==> config.mk <==
export PLATFORM = sky130hd
export DESIGN_NAME = module_watchdog_trigger_out
export DESIGN_NICKNAME = d
export VERILOG_FILES = /design/src/watchdog_pkg.sv /design/src/module_watchdog_trigger_out.sv
export VERILOG_INCLUDE_DIRS = /design/src /design/src/src
export SDC_FILE = /design/constraint.sdc
export NUM_CORES = 1
export LEC_CHECK = 0
export ABC_AREA = 1
export BUFFER_PORTS_ARGS = -buffer_cell sky130_fd_sc_hd__buf_2
export CAP_MARGIN = 30
export CORE_MARGIN = 2
export CORE_UTILIZATION = 60
export DETAILED_ROUTE_END_ITERATION = 8
export PLACE_DENSITY = 0.79
export SLEW_MARGIN = 20
export SYNTH_ARGS = -nofsm -noshare
export SYNTH_HDL_FRONTEND = slang
export SYNTH_SLANG_ARGS = --single-unit
==> constraint.sdc <==
create_clock -name clock_i -period 2.2 [get_ports clock_i]
set_input_delay 0.11 -clock clock_i [delete_from_list [all_inputs] [get_ports clock_i]]
set_output_delay 0.11 -clock clock_i [all_outputs]
set_load 0.02 [all_outputs]
==> src/watchdog_params.svh <==
`ifndef WATCHDOG_PARAMS_SVH
`define WATCHDOG_PARAMS_SVH
`define WDT_CNT_W       32
`define WDT_TIMEOUT_DEF 32'h0001_0000
`define WDT_SYNC_STAGES 3
`define WDT_KICK_IDLE   1'b1
`endif

==> src/watchdog_pkg.sv <==
package watchdog_pkg;
  typedef struct packed {
    logic sw_clear;
    logic power_down;
    logic enable;
  } wdt_ctrl_t;

  typedef enum logic [1:0] {
    WDT_IDLE,
    WDT_RUN,
    WDT_FIRED
  } wdt_state_t;
endpackage : watchdog_pkg

==> src/module_watchdog_trigger_out.sv <==
`timescale 1ns/1ns
`include "watchdog_params.svh"
module module_watchdog_trigger_out #(
  parameter int unsigned CNT_W = `WDT_CNT_W
) (
  // Clock and system reset
  input  wire logic                    clock_i,
  input  wire logic                    rst_i,
  // Kick pin from the carrier side, low active, asynchronous
  input  wire logic                    watchdog_kick_n_i,
  // Control and timeout from logic on this clock
  input  wire watchdog_pkg::wdt_ctrl_t ctrl_i,
  input  wire logic [CNT_W-1:0]        timeout_i,
  // Status
  output logic                         watchdog_event_out_o,
  output logic                         running_o
);
  import watchdog_pkg::*;

  // Stages between the pin and the edge detector; the last two must agree
  localparam int unsigned      SYNC_STAGES = `WDT_SYNC_STAGES;
  localparam logic [CNT_W-1:0] TIMEOUT_DEF = CNT_W'(`WDT_TIMEOUT_DEF);
  localparam logic [CNT_W-1:0] COUNT_ONE   = CNT_W'(1);
  localparam logic [CNT_W-1:0] COUNT_ZERO  = '0;

  // Kick pin path
  logic [SYNC_STAGES-1:0] kick_sync_reg;
  logic                   kick_agree;
  logic                   kick_level_reg;
  logic                   kick_fall;

  // Control decode
  logic                   sw_clear_req;
  logic                   power_down_req;
  logic                   enable_req;
  logic                   clear_all;

  // Timer
  logic [CNT_W-1:0]       timeout_eff;
  logic [CNT_W-1:0]       timeout_last_reg;
  logic                   timeout_hit;
  logic [CNT_W-1:0]       count_reg;

  // Sequencing
  wdt_state_t             state_reg;
  logic                   in_run;
  logic                   in_fired;
  logic                   fire;
  logic                   release_req;

  // Every stage resets to the idle level of the pulled-up pin, so that
  // releasing reset never looks like a falling edge
  genvar stage;
  generate
    for (stage = 0; stage < SYNC_STAGES; stage++) begin : g_kick_sync
      if (stage == 0) begin : g_first
        always_ff @(posedge clock_i) begin
          if (rst_i) begin
            kick_sync_reg[stage] <= `WDT_KICK_IDLE;
          end else begin
            kick_sync_reg[stage] <= watchdog_kick_n_i;
          end
        end
      end else begin : g_next
        always_ff @(posedge clock_i) begin
          if (rst_i) begin
            kick_sync_reg[stage] <= `WDT_KICK_IDLE;
          end else begin
            kick_sync_reg[stage] <= kick_sync_reg[stage-1];
          end
        end
      end
    end
  endgenerate

  // Stage one may still be settling, so only the last two stages are compared
  assign kick_agree = (kick_sync_reg[SYNC_STAGES-1]
                       == kick_sync_reg[SYNC_STAGES-2]);

  // Settled pin level; it only moves once the last two stages agree.
  // A low pulse shorter than two clocks may therefore go unseen.
  always_ff @(posedge clock_i) begin
    if (rst_i) begin
      kick_level_reg <= `WDT_KICK_IDLE;
    end else if (kick_agree) begin
      kick_level_reg <= kick_sync_reg[SYNC_STAGES-1];
    end
  end

  // Only the high-to-low transition restarts the timer; the rising edge is ignored
  assign kick_fall = kick_level_reg
                     && kick_agree
                     && !kick_sync_reg[SYNC_STAGES-1];

  // Control bits come from logic on this clock and need no synchroniser.
  // Power-down is a level: while it stands the timer is held idle.
  assign sw_clear_req   = ctrl_i.sw_clear;
  assign power_down_req = ctrl_i.power_down;
  assign enable_req     = ctrl_i.enable;
  assign clear_all      = power_down_req;

  // A zero timeout would wrap the limit below, so it falls back to the default length
  assign timeout_eff = (timeout_i == COUNT_ZERO)
                       ? TIMEOUT_DEF
                       : timeout_i;

  // The limit is registered so the wide subtraction stays off the compare path;
  // a new timeout therefore takes effect one cycle later
  always_ff @(posedge clock_i) begin
    if (rst_i) begin
      timeout_last_reg <= TIMEOUT_DEF - COUNT_ONE;
    end else begin
      timeout_last_reg <= timeout_eff - COUNT_ONE;
    end
  end

  // Count runs from zero, so the last count of a period is timeout minus one
  assign timeout_hit = (count_reg >= timeout_last_reg);

  assign in_run   = (state_reg == WDT_RUN);
  assign in_fired = (state_reg == WDT_FIRED);

  // A kick landing in the very cycle of expiry still counts as in time
  assign fire = in_run
                && enable_req
                && !kick_fall
                && timeout_hit;

  // A clear outside the fired state does nothing, so a held clear cannot mask a timeout
  assign release_req = in_fired && sw_clear_req;

  always_ff @(posedge clock_i) begin
    if (rst_i) begin
      state_reg <= WDT_IDLE;
    end else if (clear_all) begin
      state_reg <= WDT_IDLE;
    end else begin
      unique case (state_reg)
        WDT_IDLE: begin
          // Arming starts a full period from zero
          if (enable_req) begin
            state_reg <= WDT_RUN;
          end
        end
        WDT_RUN: begin
          if (!enable_req) begin
            // Disarming is not a missed kick and raises no event
            state_reg <= WDT_IDLE;
          end else if (fire) begin
            state_reg <= WDT_FIRED;
          end
        end
        WDT_FIRED: begin
          // Held until software clears; a kick alone does not release it
          if (sw_clear_req) begin
            if (enable_req) begin
              state_reg <= WDT_RUN;
            end else begin
              state_reg <= WDT_IDLE;
            end
          end
        end
        default: begin
          // The fourth code of the two-bit state is unused
          state_reg <= WDT_IDLE;
        end
      endcase
    end
  end

  // Outside RUN the counter rests at zero, so every arming starts a full period
  always_ff @(posedge clock_i) begin
    if (rst_i) begin
      count_reg <= COUNT_ZERO;
    end else if (clear_all) begin
      count_reg <= COUNT_ZERO;
    end else if (!in_run) begin
      count_reg <= COUNT_ZERO;
    end else if (kick_fall) begin
      // A settled falling edge restarts the period
      count_reg <= COUNT_ZERO;
    end else begin
      count_reg <= count_reg + COUNT_ONE;
    end
  end

  // The event flop is itself the pending missed-kick indication;
  // it is low whenever nothing is pending
  always_ff @(posedge clock_i) begin
    if (rst_i) begin
      watchdog_event_out_o <= 1'b0;
    end else if (clear_all) begin
      watchdog_event_out_o <= 1'b0;
    end else if (fire) begin
      watchdog_event_out_o <= 1'b1;
    end else if (release_req) begin
      watchdog_event_out_o <= 1'b0;
    end
  end

  // Outside power-down it follows the state one cycle late, so that the output comes from a flop
  always_ff @(posedge clock_i) begin
    if (rst_i) begin
      running_o <= 1'b0;
    end else if (clear_all) begin
      running_o <= 1'b0;
    end else if (in_run) begin
      running_o <= 1'b1;
    end else begin
      running_o <= 1'b0;
    end
  end

endmodule : module_watchdog_trigger_out

==> results_dict.tcl, run 1 <==
set metrics [dict create \
    mappedNetlistNets 711 \
    number_of_global_route_vias_before_repair 3865 \
    fmax_ghz 0.514 \
    power.static_leakage_nw 2.28 \
    classification_of_the_worst_setup_path "input pin to flop" \
    outcome "complete, no violations" \
    die_width_um 89.8 \
    flow.area_growth_from_synthesis_pct 12.6 \
    postCtsSetupBuffers 0 \
    tightest_slew_ps 613 \
    synth_flop_cell "sky130_fd_sc_hd__dfxtp_1" \
    globalRouteOverflowTotal 0 \
    maxSlewHeadroom_pct 59.1 \
    post-synth-top-count-cell "sky130_fd_sc_hd__nand2_1" \
    syn_area_per_cell_sq_um 6.91 \
    hold_end "timeout_last_reg[7]" \
    power.internal_mw 2.09 \
    synth_seq_area_share_pct 32.6 \
    ctsHtreeMaxLevel 3 \
    layout-drive-gt1-share_pct 17.3 \
    synthesis.instances 639 \
    timing.clock.skew_ps 7.74 \
    power.share.combinational_pct 8.6 \
    synth-adder-area-share_pct 9.63 \
    drt_pass1_iterations 7 \
    cts_buffers 9 \
    clk_transition_reported_paths_ps 70 \
    antenna_found_initial 0 \
    finalWorstSetupSlack_ps 255 \
    power.share.sequential_pct 49.3 \
    r2r-start "count_reg[1]" \
    worstHoldPathCells 3 \
    critical-path-top-cell-by-count "sky130_fd_sc_hd__nand3_1" \
    timing.final.crit_period_ps 1940 \
    worst_setup_path_end_kind "flop" \
    pin_count 40 \
    postLayoutCellArea_sq_mm 0.00497 \
    setup_total_negative_slack_ps 0 \
    power_density_mw_per_mm2 549 \
    grt_setup_unrepaired "false" \
    worst_hold_margin_ps 12.5 \
    number_of_flip_flops_and_latches_in_the_synthesized_netlist 72 \
    dp_cells 773 \
    initial_core_util_pct 61.6 \
    hold_path.startpoint "timeout_i[7]" \
    final_nets 760 \
    synth-compound-area-share_pct 10.8 \
    switchingPower_mw 0.643 \
    first_pass_grt_wire_length_um 16900 \
    crit_required_ps 2430 \
    clk_path_buf_depth 2 \
    clkLatencyLatePin_ps 350 \
    final_max_slew_viol_count 0 \
    crit_arrival_ps 2170 \
    netlist.top_cell.by_area "sky130_fd_sc_hd__dfxtp_1" \
    netSwitchingFraction_pct 23.5 \
    place.port_buffers 39 \
    synth_top_cells_by_area "sky130_fd_sc_hd__dfxtp_1 33%, sky130_fd_sc_hd__nand2_1 9.7%, sky130_fd_sc_hd__ha_1 9.6%" \
    drt_wl_total_um 9580 \
    synth-simple-area-share_pct 35.0 \
    finalNonFillerCells 792 \
    grt_start_max_net_pins 21 \
    r2r-end "count_reg[22]" \
    placement.cell_area_sq_mm 0.00472 \
    post_place_worst_slack_ps 467 \
    clockRootBuffer "sky130_fd_sc_hd__clkbuf_8" \
    vias_per_cell 5.13 \
    timing.critical_path.fanout_max 6 \
    dr.first_iter.drc_count 267 \
    place.detailed.hpwl_um 7570 \
    grtUsageTotal_pct 25.4 \
    synth_mux_area_share_pct 0 \
    synth_top_cells_by_count "114 x sky130_fd_sc_hd__nand2_1, 112 x sky130_fd_sc_hd__inv_1, 83 x sky130_fd_sc_hd__nor2_1, 72 x sky130_fd_sc_hd__dfxtp_1, 51 x sky130_fd_sc_hd__a21oi_1" \
    core_sq_mm 0.00718 \
    worstRegToRegCells 12 \
    cts_sinks 72 \
    post-route-drc-count 0 \
    crit_path_start_kind "input pin" \
    synth_warnings 0 \
    async_reset_ff_share_pct 0 \
    wl_per_cell_um 12.1 \
    vias 4066 \
    dominant_combinational_cell_family_by_area_after_synthesis "simple AND/OR/NAND/NOR gates" \
    worst_ir_drop_vdd_v 0.000338 \
    crit_path_top_delay_cell "sky130_fd_sc_hd__dlygate4sd3_1" \
    synth_enable_flop_cells 0 \
    reg2reg_setup_slack_ps 410 \
    worst_hold_path_type "input pin to flop" \
    slowest_delay_ps 540 \
    design.die.area_sq_mm 0.00806 \
    synthesis.area_sq_mm 0.00442 \
    placementRows 31 \
    finalSetupViolCount 0 \
    globalplace.congestion 0.887 \
    count_of_nets_left_with_antenna_violations_after_detail_routing 0 \
    timing.max_cap.violations 0 \
    die_height_um 89.8 \
    yosys.cell_types.count 39 \
    power_frac_clock_pct 42.0 \
    synth_xor_xnor_area_share_pct 1.19 \
    final-hold-violation-count 0 \
    antenna_cells 0 \
    synth_top_area_share_pct 32.6 \
    chain_of_cells_forming_the_critical_path "dlygate4sd3_1 -> buf_2 -> inv_2 -> ha_1 -> nand3_1 -> nor2_1 -> inv_1 -> nor2_1 -> nand3_1 -> inv_2 -> nand3_1 -> o21ai_0 -> a21oi_1" \
    clock_tree_from_tritoncts "built" \
    layout_worst_path_cycle_share_pct 88.4 \
]
layout make-up:
class	instances	area, sq um
repair buffers	44	240
clock inverters	6	82.6
fillers	612	2200
inverters	119	447
clock buffers	10	138
well taps	99	124
flip-flops and latches	72	1440
multi-input cells	442	2500
layout by cell type, fill, tap and decap left out, drive strengths merged, types with 2 or more instances in the layout:
cell	instances
nand2	127
inv	119
nor2	106
dfxtp	72
a21oi	51
buf	41
ha	34
nand3	28
o21ai	27
nor3	24
nand4	12
clkbuf	10
o21a	5
nor3b	5
or2	5
xnor2	4
nor4	4
clkinv	3
dlygate4sd3	3
xor2	2
nand3b	2
o211ai	2
bufinv	2
kinds of logic after synthesis:
group / count (synthesis)
XOR/XNOR: 6
flip-flops: 72
AO/OA/AOI/OAI: 89
AND/OR/NAND/NOR: 313
buffers and inverters: 125
adder cells (fa/ha/maj): 34
critical path: cells and delay by family:
kind / cells / cell delay [ps]
compound gates: 2 / 250
fa+ha+maj: 1 / 160
buf+inv: 5 / 940
simple gates: 5 / 710
worst max path at each step:
stage,startpoint,to,slack [ps]
after floorplan,count_reg[0],count_reg[28],660
after CTS,timeout_i[0],timeout_last_reg[18],290
final,timeout_i[0],timeout_last_reg[18],260
after global routing,timeout_i[0],timeout_last_reg[18],60
after detailed placement,count_reg[13],state_reg[0],470
after global placement,count_reg[14],count_reg[28],520
stage by stage:
stage / utilization (%) / power [mW]
floorplan: - / 1.52
global placement: 65.8 / 1.60
detailed placement: 65.8 / 1.61
CTS: 69.3 / 2.74
global route: 69.3 / 2.84
finish: 69.3 / 2.73
power by group through the flow:
stage | combinational [mW] | clock [mW] | sequential, mW
2_1_floorplan | 0.142 | 0 | 1.38
3_3_place_gp | 0.221 | 0 | 1.38
3_5_place_dp | 0.229 | 0 | 1.38
4_1_cts | 0.234 | 1.15 | 1.35
5_1_grt | 0.274 | 1.21 | 1.35
6_report | 0.236 | 1.15 | 1.35
metal layers:
| metal | routed length, um | track usage, % | vias to the layer above |
|---|---|---|---|
| li1 | - | - | 2133 |
| met1 | 4530 | 34.6 | 1763 |
| met2 | 4260 | 41.7 | 151 |
| met3 | 594 | 3.52 | 19 |
| met4 | 197 | 8.97 | 0 |
| met5 | 0 | 0 | - |
timing repair:
| item | in CTS | in global routing |
|---|---|---|
| resized for setup | 0 | 1 |
| endpoints found under the hold margin | 3 | 0 |
| hold buffers | 3 | 0 |
| endpoints found under the setup margin | 0 | 1 |
No activity file was read; power rests on OpenSTA's default activity.
==> run 2: changes to the inputs <==
RECOVER_POWER = 25   (was unset)
==> results_dict.tcl, run 2 (synthesis results as in run 1) <==
set metrics [dict create \
    timing.clock.skew_ps 7.68 \
    crit_required_ps 2440 \
    pin_count 40 \
    mostFrequentLayoutCells "115 x sky130_fd_sc_hd__nand2_1, 111 x sky130_fd_sc_hd__inv_1, 84 x sky130_fd_sc_hd__nor2_1, 72 x sky130_fd_sc_hd__dfxtp_1, 51 x sky130_fd_sc_hd__a21oi_1" \
    post-route-drc-count 0 \
    worst_hold_path_type "input pin to flop" \
    initial_core_util_pct 61.6 \
    cts_sinks 72 \
    worst_hold_margin_ps 8.89 \
    core_sq_mm 0.00718 \
    setup_total_negative_slack_ps 0 \
    reg2reg_setup_slack_ps 430 \
    final_max_slew_viol_count 0 \
    outcome "complete, no violations" \
    first_pass_grt_wire_length_um 16900 \
    final-hold-violation-count 0 \
    drt_pass1_iterations 5 \
    clkLatencyLatePin_ps 350 \
    layout-drive-gt1-share_pct 16.2 \
    drt_wl_total_um 9590 \
    flow.area_growth_from_synthesis_pct 12.1 \
    globalRouteOverflowTotal 0 \
    design.die.area_sq_mm 0.00806 \
    grt_start_max_net_pins 21 \
    postLayoutCellArea_sq_mm 0.00495 \
    clock_tree_from_tritoncts "built" \
    antenna_found_initial 0 \
    grt_setup_unrepaired "false" \
    tightest_slew_ps 797 \
    clk_transition_reported_paths_ps 80 \
    power.static_leakage_nw 2.26 \
    postCtsSetupBuffers 0 \
    cts_buffers 9 \
    vias 4059 \
    fmax_ghz 0.504 \
    crit_arrival_ps 2220 \
    wl_per_cell_um 12.1 \
    crit_path_start_kind "input pin" \
    antenna_cells 0 \
    classification_of_the_worst_setup_path "input pin to flop" \
    place.detailed.hpwl_um 7570 \
    number_of_global_route_vias_before_repair 3865 \
    grtUsageTotal_pct 25.4 \
    timing.final.crit_period_ps 1990 \
    count_of_nets_left_with_antenna_violations_after_detail_routing 0 \
    timing.critical_path.fanout_max 5 \
    maxSlewHeadroom_pct 46.9 \
    fin_util_pct 69.0 \
    clk_path_buf_depth 2 \
    power_density_mw_per_mm2 552 \
    die_width_um 89.8 \
    place.port_buffers 39 \
    layout_worst_path_cycle_share_pct 90.3 \
    vias_per_cell 5.13 \
    ctsHtreeMaxLevel 3 \
    worst_ir_drop_vdd_v 0.000339 \
    die_height_um 89.8 \
    placement.cell_area_sq_mm 0.00472 \
    timing.max_cap.violations 0 \
    placementRows 31 \
    globalplace.congestion 0.887 \
    worst_setup_path_end_kind "flop" \
    mostFrequentLayoutCell "sky130_fd_sc_hd__nand2_1" \
    finalSetupViolCount 0 \
    dp_cells 773 \
    clockRootBuffer "sky130_fd_sc_hd__clkbuf_8" \
    final_nets 760 \
    finalNonFillerCells 792 \
    dr.first_iter.drc_count 253 \
]
run 2: cell count changes in the layout (fill, tap and decap cells not counted), sizes merged:
cell,previous run,this run
clkbuf,10,15
buf,41,36
run 2: power breakdown:
| part | internal, mW | leakage (nW) | total, mW | switching (mW) |
|---|---|---|---|---|
| Combinational | 0.0866 | 1.56 | 0.232 | 0.146 |
| Clock | 0.663 | 0.112 | 1.15 | 0.489 |
| Sequential | 1.34 | 0.590 | 1.35 | 0.0102 |
run 2: repair_timing:
| item | CTS | global route |
|---|---|---|
| hold buffers | 3 | 0 |
| endpoints found under the hold margin | 3 | 0 |
| setup endpoints to repair | 0 | 1 |
| gates resized for setup | 0 | 1 |
run 2: cell type report:
class	count	area, sq um
inverters	119	447
repair buffers	44	231
clock buffers	10	138
fillers	618	2220
well taps	99	124
flip-flops and latches	72	1440
multi-input cells	442	2490
clock inverters	6	82.6
run 2: metal layers:
metal,track usage [%],part of all wire (%)
met1,34.6,48
met2,41.7,45
met3,3.52,5.2
met4,8.97,1.7
met5,0,0
run 2: metrics by stage:
| stage | power, mW | setup WS, ps |
|---|---|---|
| floorplan | 1.52 | 664 |
| global placement | 1.60 | 521 |
| detailed placement | 1.61 | 467 |
| CTS | 2.74 | 287 |
| global route | 2.83 | 44.7 |
| finish | 2.73 | 214 |
run 2: path summary, 6_finish.rpt:
check	from	end	cells after the start
max	timeout_i[0]	timeout_last_reg[23]	14
min	timeout_i[7]	timeout_last_reg[7]	3
max reg2reg	count_reg[1]	count_reg[22]	12
min reg2reg	kick_sync_reg[0]	kick_sync_reg[1]	1
run 2: critical path, cell delays in order:
cell and delay [ps]:
sky130_fd_sc_hd__dlygate4sd3_1 540, sky130_fd_sc_hd__clkbuf_1 130, sky130_fd_sc_hd__inv_2 70, sky130_fd_sc_hd__nand2_1 50, sky130_fd_sc_hd__nor2_1 330, sky130_fd_sc_hd__nand2_2 130, sky130_fd_sc_hd__nor2_4 150, sky130_fd_sc_hd__nand2_2 110
sky130_fd_sc_hd__nor3_4 190, sky130_fd_sc_hd__inv_1 80, sky130_fd_sc_hd__nor2_2 170, sky130_fd_sc_hd__nand2_1 70, sky130_fd_sc_hd__nand2_1 60, sky130_fd_sc_hd__nor2_1 60
